$ cat src/common/mpfs_consts.svh
// Function
// RQ1: each pin function register keeps a 5-bit code in bits 4:0 and three spare bits above, all read/write; all but the sixth reset to zero.
// RQ2: the bit clock pin register sits at index 0x3a, resets to zero, and code 00000 keeps the pin as serial bit clock.
// RQ3: code 00000, the reset choice, keeps the frame clock pin as the serial left/right frame clock.
// RQ4: code 00000, the reset choice, lets the first mic pin carry interleaved mic channels 0 and 1.
// RQ5: code 00000, the reset choice, lets the second mic pin carry interleaved mic channels 2 and 3.
// RQ6: codes 00001 to 00100 mute ADC 0 to 3 alone, 00101 mutes ADCs 0 and 1, 00110 ADCs 2 and 3, 00111 all four.
// RQ7: code 01000 mutes DAC0, 01001 mutes DAC1 and 01010 mutes both DACs.
// RQ8: code 01011 makes the pin the A/B bank switch and 01110 the compression enable.
// RQ9: code 01111 makes the pin a control input that bypasses the audio processing core.
// RQ10: code 10000 makes the pin the volume-up button and 10001 the volume-down button.
// RQ11: software never writes the spare codes 01100 and 01101 into any pin function register.
// RQ12: the second mic pin register sits at index 0x3d and resets to zero, selecting mic input.
// RQ13: the sixth pin register sits at index 0x3e and resets to 0x11, selecting volume-down; the code decodes no sixth pin, so fn_r[4] drives no control.
// RQ14: a pin used as a control input is synchronised first, and a pin in its primary role drives no control.
// RQ15: codes above 10001 select nothing and leave the pin an inactive input.
`ifndef MPFS_CONSTS_SVH
`define MPFS_CONSTS_SVH

// register indices; byte address is four times the index
`define MPFS_IDX_BCLK  8'h3a
`define MPFS_IDX_FCLK  8'h3b
`define MPFS_IDX_MICA  8'h3c
`define MPFS_IDX_MICB  8'h3d
`define MPFS_IDX_SIXTH 8'h3e
`define MPFS_NREG      5
`define MPFS_SIXTH_POS 4

// reset values
`define MPFS_RST_PIN   8'h00
`define MPFS_RST_SIXTH 8'h11

// field layout
`define MPFS_CODE_MSB  4
`define MPFS_REG_MSB   7
`define MPFS_ADR_W     10

`endif

$ cat src/common/mpfs_pkg.sv
package mpfs_pkg;

  // pin function codes
  typedef enum logic [4:0] {
    code_primary    = 5'b00000,
    code_mute_adc0  = 5'b00001,
    code_mute_adc1  = 5'b00010,
    code_mute_adc2  = 5'b00011,
    code_mute_adc3  = 5'b00100,
    code_mute_adc01 = 5'b00101,
    code_mute_adc23 = 5'b00110,
    code_mute_adcs  = 5'b00111,
    code_mute_dac0  = 5'b01000,
    code_mute_dac1  = 5'b01001,
    code_mute_dacs  = 5'b01010,
    code_bank_sw    = 5'b01011,
    code_spare_a    = 5'b01100,
    code_spare_b    = 5'b01101,
    code_compress   = 5'b01110,
    code_bypass     = 5'b01111,
    code_vol_up     = 5'b10000,
    code_vol_down   = 5'b10001
  } mpfs_code_t;

  // control requests one pin can raise
  typedef struct packed {
    logic [3:0] mute_adc;
    logic [1:0] mute_dac;
    logic       bank_sw;
    logic       compress;
    logic       bypass;
    logic       vol_up;
    logic       vol_down;
  } mpfs_ctl_t;

endpackage

$ cat src/hw/mpfs_pin_decode.sv
`timescale 1ns/100ps
module mpfs_pin_decode
  import mpfs_pkg::*;
(
  input  wire logic       clk,
  input  wire logic       rst_n,
  input  wire logic       pin,
  input  wire logic [4:0] code,
  output logic            pin_sync,
  output mpfs_ctl_t       ctl
);

  logic meta_r;
  logic sync_r;

  // two-stage synchroniser; meta_r feeds sync_r only
  always_ff @(posedge clk or negedge rst_n) begin
    if (!rst_n) begin
      meta_r <= 1'b0;
      sync_r <= 1'b0;
    end else begin
      meta_r <= pin;
      sync_r <= meta_r; // [RQ14]
    end
  end

  assign pin_sync = sync_r;

  // code to control request, only the synced level is used
  always_comb begin
    ctl = '0;
    if (sync_r) begin
      case (code)
        code_mute_adc0:  ctl.mute_adc = 4'h1; // [RQ6]
        code_mute_adc1:  ctl.mute_adc = 4'h2;
        code_mute_adc2:  ctl.mute_adc = 4'h4;
        code_mute_adc3:  ctl.mute_adc = 4'h8;
        code_mute_adc01: ctl.mute_adc = 4'h3;
        code_mute_adc23: ctl.mute_adc = 4'hc;
        code_mute_adcs:  ctl.mute_adc = 4'hf;
        code_mute_dac0:  ctl.mute_dac = 2'h1; // [RQ7]
        code_mute_dac1:  ctl.mute_dac = 2'h2;
        code_mute_dacs:  ctl.mute_dac = 2'h3;
        code_bank_sw:    ctl.bank_sw  = 1'b1; // [RQ8]
        code_compress:   ctl.compress = 1'b1;
        code_bypass:     ctl.bypass   = 1'b1; // [RQ9]
        code_vol_up:     ctl.vol_up   = 1'b1; // [RQ10]
        code_vol_down:   ctl.vol_down = 1'b1;
        // primary role, spare and undefined codes raise nothing
        default:         ctl = '0; // [RQ14] [RQ15]
      endcase
    end
  end
endmodule

$ cat src/hw/mpfs_top.sv
`timescale 1ns/100ps
`include "mpfs_consts.svh"
module mpfs_top
  import mpfs_pkg::*;
(
  input  wire logic        clk,
  input  wire logic        rst_n,
  // classic wishbone slave
  input  wire logic        wb_cyc_i,
  input  wire logic        wb_stb_i,
  input  wire logic        wb_we_i,
  input  wire logic [9:0]  wb_adr_i,
  input  wire logic [3:0]  wb_sel_i,
  input  wire logic [31:0] wb_dat_i,
  output logic      [31:0] wb_dat_o,
  output logic             wb_ack_o,
  // multipurpose pins, inputs only here
  input  wire logic        bit_clock_pin,
  input  wire logic        frame_clock_pin,
  input  wire logic        mic_pair_a_pin,
  input  wire logic        mic_pair_b_pin,
  // primary roles
  output logic             serial_bit_clock,
  output logic             serial_frame_clock,
  output logic             mic_pair_a_data,
  output logic             mic_pair_b_data,
  // control functions
  output logic      [3:0]  mute_adc,
  output logic      [1:0]  mute_dac,
  output logic             bank_switch,
  output logic             compress_en,
  output logic             dsp_bypass,
  output logic             vol_up_req,
  output logic             vol_down_req
);

  ////////////////////////////////////////////////////////////////////////////////
  // register bus

  logic [7:0]              fn_r [0:`MPFS_NREG-1];
  logic                    ack_r;
  logic [31:0]             dat_r;
  logic                    req;
  logic                    wr_en;
  logic [7:0]              word;
  logic [`MPFS_NREG-1:0]   hit;
  logic [7:0]              rd_byte;

  assign req   = wb_cyc_i & wb_stb_i;
  assign word  = wb_adr_i[`MPFS_ADR_W-1:2];
  // write lands on the edge where the master sees ack
  assign wr_en = req & wb_we_i & ack_r & wb_sel_i[0];

  // one-hot register select from word index
  always_comb begin
    hit     = '0;
    rd_byte = 8'h00;
    for (int i = 0; i < `MPFS_NREG; i++) begin
      if (word == `MPFS_IDX_BCLK + 8'(i)) begin
        hit[i]  = 1'b1;
        rd_byte = fn_r[i];
      end
    end
  end

  // ack one cycle after the request, dropped the next
  always_ff @(posedge clk or negedge rst_n) begin
    if (!rst_n) begin
      ack_r <= 1'b0;
    end else begin
      ack_r <= req & ~ack_r;
    end
  end

  // read data loaded with ack; unmapped words read zero
  always_ff @(posedge clk or negedge rst_n) begin
    if (!rst_n) begin
      dat_r <= 32'h0000_0000;
    end else if (req & ~ack_r) begin
      dat_r <= {24'h00_0000, rd_byte};
    end
  end

  assign wb_ack_o = ack_r;
  assign wb_dat_o = dat_r;

  // function registers, all eight bits kept as written
  always_ff @(posedge clk or negedge rst_n) begin
    if (!rst_n) begin
      for (int i = 0; i < `MPFS_NREG; i++) begin
        fn_r[i] <= (i == `MPFS_SIXTH_POS) ? `MPFS_RST_SIXTH : `MPFS_RST_PIN; // [RQ1] [RQ13]
      end
    end else begin
      for (int i = 0; i < `MPFS_NREG; i++) begin
        if (wr_en && hit[i]) begin
          fn_r[i] <= wb_dat_i[`MPFS_REG_MSB:0]; // [RQ1] [RQ2] [RQ12]
        end
      end
    end
  end

  ////////////////////////////////////////////////////////////////////////////////
  // per-pin decode

  logic [4:0] bit_clock_pin_code;
  logic [4:0] frame_clock_pin_code;
  logic [4:0] mic_pair_a_pin_code;
  logic [4:0] mic_pair_b_pin_code;

  assign bit_clock_pin_code   = fn_r[0][`MPFS_CODE_MSB:0];
  assign frame_clock_pin_code = fn_r[1][`MPFS_CODE_MSB:0];
  assign mic_pair_a_pin_code  = fn_r[2][`MPFS_CODE_MSB:0];
  assign mic_pair_b_pin_code  = fn_r[3][`MPFS_CODE_MSB:0];

  mpfs_ctl_t ctl_bclk;
  mpfs_ctl_t ctl_fclk;
  mpfs_ctl_t ctl_mica;
  mpfs_ctl_t ctl_micb;
  mpfs_ctl_t ctl_all;
  logic      sync_mica;
  logic      sync_micb;

  mpfs_pin_decode u_dec_bclk (
    .clk      (clk),
    .rst_n    (rst_n),
    .pin      (bit_clock_pin),
    .code     (bit_clock_pin_code),
    .pin_sync (),
    .ctl      (ctl_bclk)
  );

  mpfs_pin_decode u_dec_fclk (
    .clk      (clk),
    .rst_n    (rst_n),
    .pin      (frame_clock_pin),
    .code     (frame_clock_pin_code),
    .pin_sync (),
    .ctl      (ctl_fclk)
  );

  mpfs_pin_decode u_dec_mica (
    .clk      (clk),
    .rst_n    (rst_n),
    .pin      (mic_pair_a_pin),
    .code     (mic_pair_a_pin_code),
    .pin_sync (sync_mica),
    .ctl      (ctl_mica)
  );

  mpfs_pin_decode u_dec_micb (
    .clk      (clk),
    .rst_n    (rst_n),
    .pin      (mic_pair_b_pin),
    .code     (mic_pair_b_pin_code),
    .pin_sync (sync_micb),
    .ctl      (ctl_micb)
  );

  // several pins may share a function; any active one wins
  assign ctl_all = ctl_bclk | ctl_fclk | ctl_mica | ctl_micb;

  ////////////////////////////////////////////////////////////////////////////////
  // outputs

  // registered controls: one cycle past the synchroniser
  always_ff @(posedge clk or negedge rst_n) begin
    if (!rst_n) begin
      mute_adc     <= 4'h0;
      mute_dac     <= 2'h0;
      bank_switch  <= 1'b0;
      compress_en  <= 1'b0;
      dsp_bypass   <= 1'b0;
      vol_up_req   <= 1'b0;
      vol_down_req <= 1'b0;
    end else begin
      mute_adc     <= ctl_all.mute_adc; // [RQ6]
      mute_dac     <= ctl_all.mute_dac; // [RQ7]
      bank_switch  <= ctl_all.bank_sw;  // [RQ8]
      compress_en  <= ctl_all.compress; // [RQ8]
      dsp_bypass   <= ctl_all.bypass;   // [RQ9]
      vol_up_req   <= ctl_all.vol_up;   // [RQ10]
      vol_down_req <= ctl_all.vol_down; // [RQ10]
    end
  end

  // clocks pass ungated-by-flop: resampling at 25 MHz would mangle them
  assign serial_bit_clock   = bit_clock_pin & (bit_clock_pin_code == code_primary);     // [RQ2]
  assign serial_frame_clock = frame_clock_pin & (frame_clock_pin_code == code_primary); // [RQ3]

  // mic streams are data: taken from the synchroniser, then a flop
  always_ff @(posedge clk or negedge rst_n) begin
    if (!rst_n) begin
      mic_pair_a_data <= 1'b0;
      mic_pair_b_data <= 1'b0;
    end else begin
      mic_pair_a_data <= sync_mica & (mic_pair_a_pin_code == code_primary); // [RQ4]
      mic_pair_b_data <= sync_micb & (mic_pair_b_pin_code == code_primary); // [RQ5]
    end
  end
endmodule

$ cat config.mk
export PLATFORM = sky130hd
export DESIGN_NAME = mpfs_top
export DESIGN_NICKNAME = d
export VERILOG_FILES = /design/src/common/mpfs_pkg.sv /design/src/hw/mpfs_pin_decode.sv /design/src/hw/mpfs_top.sv
export VERILOG_INCLUDE_DIRS = /design/src /design/src/common
export SDC_FILE = /design/constraint.sdc
export NUM_CORES = 1
export LEC_CHECK = 0
export BUFFER_PORTS_ARGS = -buffer_cell sky130_fd_sc_hd__buf_2
export CAP_MARGIN = 10
export CORE_ASPECT_RATIO = 1.4
export CORE_MARGIN = 1
export CORE_UTILIZATION = 57
export CTS_CLUSTER_DIAMETER = 200
export DETAILED_ROUTE_END_ITERATION = 8
export PLACE_DENSITY_LB_ADDON = 0.12
export SLEW_MARGIN = 40
export SYNTH_ARGS = -nofsm -noshare
export SYNTH_HDL_FRONTEND = slang
export SYNTH_HIERARCHICAL = 1
export SYNTH_SLANG_ARGS = --single-unit
$ cat constraint.sdc
create_clock -name clk -period 3.4 [get_ports clk]
set_input_delay 0.68 -clock clk [delete_from_list [all_inputs] [get_ports clk]]
set_output_delay 0.68 -clock clk [all_outputs]
set_load 0.01 [all_outputs]
# Yosys cells after proc, flatten, opt, wreduce, memory -nomap -nowiden
# Index checks and enable logic that the tools add are counted.
word_totals:
  ff_bits: 70
  in_bits: 55
  output_inout_bits: 48
  wordCells: 153
op_classes:
  n_eq_ne: 65
  muxes: 42
  bitwise: 13
  reduce_logical: 9
ops:
  columns: ["cell", "n"]
  rows:
  - ["equality test 5 x 4 -> 1 bit (second input constant)", 24]
  - ["case mux 4 bit (7 select lines)", 4]
  - ["equality test 5 x 3 -> 1 bit (second input constant)", 16]
  - ["two-way mux 11 bit", 4]
  - ["equality test 5 x 2 -> 1 bit (second input constant)", 8]
  - ["equality test 5 bit (second input constant)", 8]
  - ["equality test 8 x 6 -> 1 bit (second input constant)", 5]
  - ["two-way mux 8 bit", 5]
  - ["OR 11 bit", 3]
  - ["two-way mux 1 bit", 25]
  - ["case mux 2 bit (3 select lines)", 4]
  - ["equality test 5 x 1 -> 1 bit (second input constant)", 4]
  - ["logical NOT 5 bit", 4]
  - ["AND 1 bit", 9]
  - ["logical AND 1 bit", 5]
  - ["inverter 1 bit", 1]

# Longest topological paths before layout
# Gate-level depths: netlist of run 1.
depth:
  ltp_word: 6
  depth_mapped: 6
  ltp_nobuf: 4

# By module
# Netlist of run 1, hierarchy kept.
by_module_without_submodules:
  columns: ["module", "instances", "cells_per_inst", "area_each_um2", "seq_area_each_um2"]
  rows:
  - ["mpfs_top", 1, 236, 2969.1, 1554.0]
  - ["mpfs_pin_decode", 4, 26, 234.0, 50.0]

# Worst setup path after synthesis of run 1
# OpenSTA, ideal clock, no wires.
synth_path:
  path_kind: "input-to-output"
  startpoint: "input bit_clock_pin"
  endpoint: "output serial_bit_clock"
  arrival_time_ps: 1520
  required_ps: 2720
  slack_ps: 1200
  cell_stages: 2
  n_path_buf: 0
  path_cell_list: "or4b_2 -> nor3_1"
synth_via:
  elab_chain_cells: 1
synth_rtl:
  columns: ["element", "line", "source"]
  rows:
  - ["from (decl)", "mpfs_top.sv:18", "input wire logic bit_clock_pin,"]
  - ["AND 1 bit", "mpfs_top.sv:187", "assign serial_bit_clock = bit_clock_pin & (bit_clock_pin_code == code_primary);"]
  - ["to (decl)", "mpfs_top.sv:23", "output logic serial_bit_clock,"]
# Every way passes these cells.

# Worst setup path in the final report of run 1
layout_path:
  startpoint: "register fn_r[25] in the netlist's numbering"
  endpoint: "output serial_frame_clock"
layout_via:
  elab_chain_cells: 2
layout_rtl:
  columns: ["element", "line", "source"]
  rows:
  - ["from (decl)", "mpfs_top.sv:40", "logic [7:0] fn_r [0:`MPFS_NREG-1];"]
  - ["from (signal, indexed assignment)", "mpfs_top.sv:91", "fn_r[i] <= (i == `MPFS_SIXTH_POS) ? `MPFS_RST_SIXTH : `MPFS_RST_PIN;"]
  - ["from (signal, indexed assignment)", "mpfs_top.sv:96", "fn_r[i] <= wb_dat_i[`MPFS_REG_MSB:0];"]
  - ["logical NOT 5 bit", "mpfs_top.sv:188", "assign serial_frame_clock = frame_clock_pin & (frame_clock_pin_code == code_primary);"]
  - ["AND 1 bit", "mpfs_top.sv:188", null]
  - ["to (decl)", "mpfs_top.sv:24", "output logic serial_frame_clock,"]
# Every way passes these cells.

==> summary.txt, run 1 <==
gr ovfl total: 0
DP Worst Slack: 923 ps
Total GRT Usage: 24.9%
Mapped Cells: 340
first-pass GRT wire length: 13,100 um
Clock power frac: 46.5%
RSZ-0062 raised after global routing: no
final net count: 437
sequential power share: 48.0%
register bit total from synthesis: 70
grt met2 use: 46.0%
Die Y: 99.9 um
final instance area: 0.00428 mm2
initial DRC count: 216
Vias: 2,755
Post-synth ARST share: 100%
CP required: 2720 ps
IO Port Bufs: 49
Starting Density: 59.1%
register area share after synthesis: 44.9%
CTS clk-pin slew, worst paths: 70 ps
crit path max fanout: 11
hold_buf cts: 0
setup violators final: 0
vias per cell: 5.75
total routed wirelength: 8350 um
HP Class: in -> async
most common cell after layout, fill and taps aside: dfrtp_1
CTS max path bufs: 2
Tmin final: 2550 ps
Skew-Pair Late Insertion Delay: 350 ps
Core Box Area: 0.00661 mm2
placed standard-cell area: 0.00404 mm2
Tot Pwr: 1.77 mW
post-route insts no fill: 479
Crit. End Element: output pin
Final TNS setup: 0 ps
crit path kind: reg -> out
initial antenna violation count: 0
Cells after DPL: 463
synth warn: 6
final worst-path cycle share: 75.0%
ys flop type: dfrtp_1
global-route track usage on met3: 2.81%
Clock Root Buffer: clkbuf_8
postcts setup bufs: 0
Slew Limit Fails: 0
IO Pins: 103
Logic pwr share: 5.5%
Post-synth EDFFs: 0
Initial DRT Pass Iterations: 4
fillcell total: 546
LEAKAGE: 2.13 nW
CTS tree: built
Area growth syn-to-layout: 9.64%
Syn Area/Cell: 11.5 um2
fmax: 0.392 GHz
MaxCap Viol Count: 0
most frequent cells in the layout: dfrtp_1, buf_2, mux2_2
CP Data Arrival Time: 1870 ps
largest net degree at the start of global routing: 71
status: finished, final reports clean
global route hottest layer: met2
antenna cells: 0
Inserted Clock Buffers: 9
Worst-Margin Slew: 694 ps
die area: 0.00719 mm2
# resized after CTS: 0
HPWL Detailed: 5820 um
Slew HR: 53.5%
drt wl/cell: 17.4 um
Mapped Area: 0.00390 mm2
switching share of power: 21.9%
GP Congestion: 0.837
H-tree Lvls: 3
crit start category: flop
post-route ant nets: 0
P per Cell Area: 413 mW/mm2
Final Hold Fails: 0
met1 Use GR: 26.7%
Row Count: 35
Final Skew: 11.4 ps
VDD IR max: 252 uV
internal cell power: 1.38 mW
Unique masters post-synth: 47
DRC viols: 0
net switching power figure: 388 uW
share of layout cells above drive strength 1: 35.9%
vias in the first global route: 2,642
CTS sink cnt: 70
Die W: 72.0 um
Final Worst Setup Slack: 849 ps
==> worst paths after layout <==
path | from | slack (ps) | depth (start not counted) | to
max | fn_r[25] | 850 | 3 | serial_frame_clock
min | rst_n | 350 | 2 | mic_pair_b_data
max in group asynchronous | rst_n | 2740 | 2 | fn_r[0]
max reg2reg | wb_ack_o | 1580 | 4 | fn_r[10]
min reg2reg | u_dec_micb/meta_r | 350 | 0 | u_dec_micb/pin_sync
min in group clk | u_dec_micb/meta_r | 350 | 0 | u_dec_micb/pin_sync
==> through the flow <==
stage	util, %	hold WS, ps
after floorplan	-	331
after global placement	61.0	332
after detailed placement	61.0	335
after CTS	64.7	350
after global routing	64.7	358
final	64.7	345
==> cell families after synthesis <==
family,after synthesis,share of synthesized area (%)
simple gates,140,24.9
flops,70,44.9
mux,48,14.6
buf+inv,44,8.81
compound gates,37,6.63
other cells,1,0.0960
==> flip-flops by register name (all words and copies together), names as in the netlist, 2 cells and up <==
signal and count:
mute_adc 4, bit_clock_pin_code 5, wb_dat_o 8, mute_dac 2, fn_r 35
==> per-layer routing <==
metal | up-vias | share of wire, % | wire length, um
met5 | - | 0 | 0
met4 | 0 | 4.5 | 375
met3 | 26 | 3.2 | 265
met2 | 83 | 54 | 4490
met1 | 1370 | 39 | 3220
li1 | 1276 | - | -
==> cells in the mapped netlist (all sizes together), types with 2 or more instances <==
cell type | count | area share, %
and2 | 2 | 0.35
or2b | 4 | 0.77
a21boi | 4 | 0.77
or3b | 4 | 0.90
dfstp | 2 | 1.3
and4 | 2 | 0.51
a21oi | 11 | 1.4
nand4b | 5 | 1.1
mux2 | 48 | 15
a22oi | 8 | 1.5
o211a | 4 | 1.0
nand4bb | 8 | 2.8
nor3b | 12 | 2.8
nand3b | 6 | 1.2
nand2 | 18 | 1.8
dfrtp | 68 | 44
clkbuf | 4 | 0.38
buf | 38 | 8.2
o31ai | 8 | 1.5
nor3 | 20 | 2.7
inv | 2 | 0.19
or4b | 4 | 1.0
and3 | 8 | 1.4
or4 | 11 | 2.1
nand2b | 15 | 2.4
nor2 | 15 | 1.4
==> critical path: stages, from the launching register on <==
cell	delay, ps
dfrtp_1	520
or4b_2	710
nor3_1	140
buf_2	160
==> final cells by class <==
type                    instances  area [um2]  share of cell area [%]
well taps                      92         115                    2.69
clock inverters                 6         109                    2.54
inverters                       2        7.51                   0.175
repair buffers                 50         265                    6.20
clock buffers                  10         138                    3.21
multi-input cells             249        1890                    44.2
flip-flops and latches         70        1750                    41.0
==> power groups by stage <==
| stage | combinational (mW) | clock [mW] | sequential, mW |
|---|---|---|---|
| after floorplan | 0.0670 | 0 | 0.864 |
| after global placement | 0.0957 | 0 | 0.863 |
| after detailed placement | 0.0978 | 0 | 0.864 |
| after CTS | 0.0979 | 0.832 | 0.848 |
| after global routing | 0.108 | 0.864 | 0.849 |
| final | 0.0963 | 0.822 | 0.848 |
Power figures use the tool's default switching activity.
==> run 2: changes to the inputs <==
CORE_UTILIZATION = 53   (was 57)
clock period = 2.4 ns   (was 3.4 ns; I/O delays follow)
==> run 2 against run 1 <==
First-iteration DRC count fell by 32%; final area decreased by 0.41%; wire length is 0.80% higher; clock skew is essentially flat; via count is 0.15% higher; combinational power up 42%; setup slack lost 770 ps; highest routed layer unchanged; non-clock buffer count rose by 3; sequential share of layout area rose by 0.20 points; power increased by 31%; die area up 7.4%.
==> summary.txt, run 2 (synthesis results as in run 1) <==
Row Count: 36 (+2.9%)
antenna cells: 0 (unchanged)
CTS clk-pin slew, worst paths: 70 ps (about the same)
DRC viols: 0 (unchanged)
Crit. End Element: output pin
Inserted Clock Buffers: 9 (unchanged)
vias in the first global route: 2,656 (+0.53%)
CTS max path bufs: 2 (unchanged)
Skew-Pair Late Insertion Delay: 350 ps (about the same)
Slew HR: 57.4% (+3.9 points)
crit path kind: reg -> out
IO Pins: 103 (unchanged)
Die W: 74.5 um (+3.6%)
CP Data Arrival Time: 1840 ps (-30 ps)
M1 WL: 3270 um (+1.6%)
hold_buf cts: 0 (unchanged)
GP Congestion: 0.807 (-3.6%)
vias per cell: 5.69 (-1.1%)
Starting Density: 55.6% (-3.5 points)
Worst path max stage delay: 690 ps (-20 ps)
HPWL Detailed: 5880 um (+0.96%)
Most flops, register: fn_r
Total GRT Usage: 24.2% (-0.73 points)
Die Y: 104 um (+3.6%)
status: finished, final reports clean
final hold slack: 126 ps (-219 ps)
Final Worst Setup Slack: 78.3 ps (-771 ps)
share of layout cells above drive strength 1: 36.2% (+0.24 points)
Core Box Area: 0.00703 mm2 (+6.3%)
initial antenna violation count: 0 (unchanged)
Clock Root Buffer: clkbuf_8
DR WL met3: 299 um (+13%)
top sig layer: met4
CTS tree: built
first-pass GRT wire length: 13,600 um (+4.0%)
H-tree Lvls: 3 (unchanged)
MaxCap Viol Count: 0 (unchanged)
final instance area: 0.00426 mm2 (-0.41%)
P per Cell Area: 542 mW/mm2 (+31%)
VDD IR max: 374 uV (+48%)
Vias: 2,759 (+0.15%)
DP Worst Slack: 420 ps (-503 ps)
initial DRC count: 147 (-32%)
gr ovfl total: 0 (unchanged)
Final Skew: 11.7 ps (+0.296 ps)
drt wl/cell: 17.4 um (-0.44%)
RSZ-0062 raised after global routing: no
Initial DRT Pass Iterations: 4 (unchanged)
Final Hold Fails: 0 (unchanged)
final net count: 440 (+0.69%)
setup violators final: 0 (unchanged)
largest net degree at the start of global routing: 71 (unchanged)
worst-path cell chain: or4b_2 > nor3_1 > buf_2
total routed wirelength: 8420 um (+0.80%)
CP delay by family, top: simple AND/OR/NAND/NOR gates
most frequent cells in the layout: dfrtp_1, buf_2, mux2_2
Worst-Margin Slew: 637 ps (-56.6 ps)
WP buf/inv: 1 (unchanged)
Crit-path slowest cell: or4b_2
placed standard-cell area: 0.00406 mm2 (+0.65%)
crit path max fanout: 11 (unchanged)
post-route ant nets: 0 (unchanged)
final worst-path cycle share: 96.7%
post-route insts no fill: 485 (+1.3%)
routed length on met2: 4400 um (-2.0%)
IO Port Bufs: 49 (unchanged)
Tmin final: 2320 ps
postcts setup bufs: 0 (unchanged)
Cells after DPL: 469 (+1.3%)
Largest register FFs: 35 (unchanged)
crit start category: flop
LEAKAGE: 2.11 nW (-0.56%)
CTS sink cnt: 70 (unchanged)
most common cell after layout, fill and taps aside: dfrtp_1
die area: 0.00772 mm2 (+7.4%)
Slew Limit Fails: 0 (unchanged)
fmax: 0.431 GHz
HP Class: in -> async
CP required: 1920 ps (-800 ps)
Final TNS setup: 0 ps (unchanged)
Area growth syn-to-layout: 9.20%
run 2: final timing paths:
path	from	to	slack, ps	cells past startpoint
setup reg to reg	wb_ack_o	fn_r[6]	680	4
max in group asynchronous	rst_n	bit_clock_pin_code[1]	1930	2
hold / removal	rst_n	mute_adc[1]	130	2
hold reg to reg	u_dec_micb/meta_r	u_dec_micb/pin_sync	350	0
min in group clk	mic_pair_a_pin	u_dec_mica/meta_r	240	1
setup / recovery	bit_clock_pin_code[1]	serial_bit_clock	80	3
run 2: area by class of cell:
class | instances | area, um2
Timing Repair Buffer | 53 | 288
Inverter | 2 | 7.51
Sequential cell | 70 | 1760
Multi-Input combinational cell | 249 | 1890
Clock inverter | 3 | 42.5
Tap cell | 95 | 119
Fill cell | 627 | 2760
Clock buffer | 13 | 159
run 2: per-stage QoR:
| step | util [%] | total power, mW |
|---|---|---|
| 2_1_floorplan | - | 1.32 |
| 3_3_place_gp | 57.8 | 1.36 |
| 3_5_place_dp | 57.8 | 1.36 |
| 4_1_cts | 60.7 | 2.33 |
| 5_1_grt | 60.7 | 2.40 |
| 6_report | 60.7 | 2.31 |
run 2: worst register-to-register path, cell delays in order, from the launching register on:
cell and delay (ps):
dfrtp_1 350, and4_1 290, and3b_1 290, nand4_2 300, mux2_2 380
run 2: repair_timing:
| action | in CTS | in global routing |
|---|---|---|
| setup endpoints to repair | 0 | 1 |
| endpoints found under the hold margin | 0 | 0 |
| resized for setup | 0 | 1 |
run 2: report_power, final:
part           switching, mW  internal [mW]
combinational         0.0912         0.0456
clock                  0.436          0.536
sequential            0.0103           1.19
run 2: per-layer routing:
layer	vias up	global-route usage [%]
li1	1282	-
met1	1363	30.2
met2	88	38.0
met3	26	3.21
met4	0	16.3
met5	-	0
==> run 3: changes to the inputs <==
==> constraint.sdc (replaced) <==
create_clock -name clk -period 2.4 [get_ports clk]
set_input_delay 0.48 -clock clk [delete_from_list [all_inputs] [get_ports clk]]
set_output_delay 0.48 -clock clk [all_outputs]
set_load 0.05 [all_outputs]
==> run 3 against run 2 <==
Die area is the same; largest power group unchanged; setup slack lost 6.0 ps; combinational power grew 62%; hold slack gained 3.3 ps; wire length shrank 1.9%; clock skew shrank 4.3 ps; sequential share of layout area grew 0.17 points; non-clock buffer count grew 1; flip-flop and latch count is the same; global-route usage shrank 0.88 points.
==> summary.txt, run 3 (synthesis results as in run 1) <==
MaxCap Viol Count: 0 (unchanged)
Crit-path slowest cell: or4b_2
Crit. End Element: output pin
Area growth syn-to-layout: 8.81%
CP required: 1920 ps (about the same)
Skew-Pair Late Insertion Delay: 350 ps (about the same)
post-route ant nets: 0 (unchanged)
die area: 0.00772 mm2 (unchanged)
initial DRC count: 142 (-3.4%)
Slew Limit Fails: 0 (unchanged)
crit start category: flop
Tot Pwr: 2.25 mW (-2.8%)
Initial DRT Pass Iterations: 4 (unchanged)
CTS sink cnt: 70 (unchanged)
final net count: 441 (+0.23%)
fmax: 0.430 GHz (-0.26%)
DRC viols: 0 (unchanged)
VDD IR max: 389 uV (+4.1%)
Tmin final: 2330 ps (+6.00 ps)
share of layout cells above drive strength 1: 36.6% (+0.42 points)
Inserted Clock Buffers: 9 (unchanged)
CTS clk-pin slew, worst paths: 70 ps (about the same)
Total GRT Usage: 23.3% (-0.88 points)
largest net degree at the start of global routing: 71 (unchanged)
first-pass GRT wire length: 13,200 um (-3.3%)
crit path kind: reg -> out
Vias: 2,723 (-1.3%)
vias in the first global route: 2,623 (-1.2%)
drt wl/cell: 17.0 um (-2.1%)
WP buf/inv: 1 (unchanged)
antenna cells: 0 (unchanged)
P per Cell Area: 528 mW/mm2 (-2.5%)
placed standard-cell area: 0.00408 mm2 (+0.43%)
Slew HR: 54.6% (-2.8 points)
final worst-path cycle share: 97.0% (+0.25 points)
CP delay by family, top: simple AND/OR/NAND/NOR gates
Final Skew: 7.47 ps (-4.26 ps)
Final Worst Setup Slack: 72.3 ps (-6.00 ps)
initial antenna violation count: 0 (unchanged)
most frequent cells in the layout: dfrtp_1, buf_2, mux2_2
status: finished, final reports clean
Clock Root Buffer: clkbuf_8
postcts setup bufs: 0 (unchanged)
Largest register FFs: 35 (unchanged)
Most flops, register: fn_r
worst-path cell chain: or4b_2 > nor3_2 > clkbuf_4
Die W: 74.5 um (unchanged)
setup violators final: 0 (unchanged)
Starting Density: 55.6% (unchanged)
final instance area: 0.00425 mm2 (-0.35%)
Core Box Area: 0.00703 mm2 (unchanged)
CTS max path bufs: 2 (unchanged)
LEAKAGE: 2.11 nW (-0.18%)
IO Port Bufs: 49 (unchanged)
CTS tree: built
Final TNS setup: 0 ps (unchanged)
HPWL Detailed: 5860 um (-0.37%)
GP Congestion: 0.822 (+1.9%)
crit path max fanout: 8 (-3)
total routed wirelength: 8260 um (-1.9%)
Final Hold Fails: 0 (unchanged)
CP Data Arrival Time: 1850 ps (about the same)
vias per cell: 5.60 (-1.5%)
Worst path max stage delay: 660 ps (-30 ps)
Die Y: 104 um (unchanged)
DP Worst Slack: 357 ps (-63.4 ps)
gr ovfl total: 0 (unchanged)
IO Pins: 103 (unchanged)
H-tree Lvls: 3 (unchanged)
HP Class: in -> async
most common cell after layout, fill and taps aside: dfrtp_1
hold_buf cts: 0 (unchanged)
Row Count: 36 (unchanged)
Worst-Margin Slew: 679 ps (+41.7 ps)
==> run 3: cell count changes in the layout (fill, tap and decap cells not counted), sizes merged <==
cell	before	now
clkbuf	13	15
bufinv	1	0
clkinv	1	2
clkinvlp	1	0
==> run 3: worst paths after layout <==
path,start,to,slack [ps],cells after the start
min in group clk,mic_pair_b_pin,u_dec_micb/meta_r,240,1
setup / recovery,bit_clock_pin_code[3],serial_bit_clock,70,3
hold / removal,rst_n,mic_pair_b_data,130,2
max in group asynchronous,rst_n,fn_r[0],1910,2
setup reg to reg,wb_ack_o,fn_r[5],720,4
hold reg to reg,u_dec_mica/meta_r,u_dec_mica/pin_sync,350,0
==> run 3: layer usage <==
metal	GRT usage, %	wire (um)	up-vias
met1	26.5	3190	1326
met4	12.1	346	0
met3	5.35	296	22
met5	0	0	-
met2	39.3	4430	87
li1	-	-	1288
==> run 3: power breakdown <==
part / internal [mW] / switching [mW]
clock: 0.402 / 0.420
sequential: 1.19 / 0.00964
combinational: 0.0470 / 0.175
==> run 3: cell type report <==
| type | count | area (um2) |
|---|---|---|
| clock buffers | 14 | 153 |
| clock inverters | 2 | 10.0 |
| fillers | 613 | 2780 |
| inverters | 2 | 7.51 |
| multi-input cells | 249 | 1900 |
| flip-flops and latches | 70 | 1760 |
| well taps | 95 | 119 |
| repair buffers | 54 | 300 |
==> run 3: repair_timing <==
action / CTS / global route
pin swaps: 0 / 0
gates resized for setup: 1 / 3
endpoints found under the setup margin: 1 / 2
==> run 3: worst register-to-register path: stages (launching register included) <==
cell and delay, ps:
dfrtp_1 350, and4_1 260, and3b_1 270, nand4_2 300
mux2_2 380
==> run 3: per-stage QoR <==
step	hold WS (ps)	utilization, %	instances
after CTS	156	60.4	486
after detailed placement	336	58.0	470
after global placement	333	58.0	470
after floorplan	184	-	363
after global routing	157	60.5	486
final	129	60.5	486
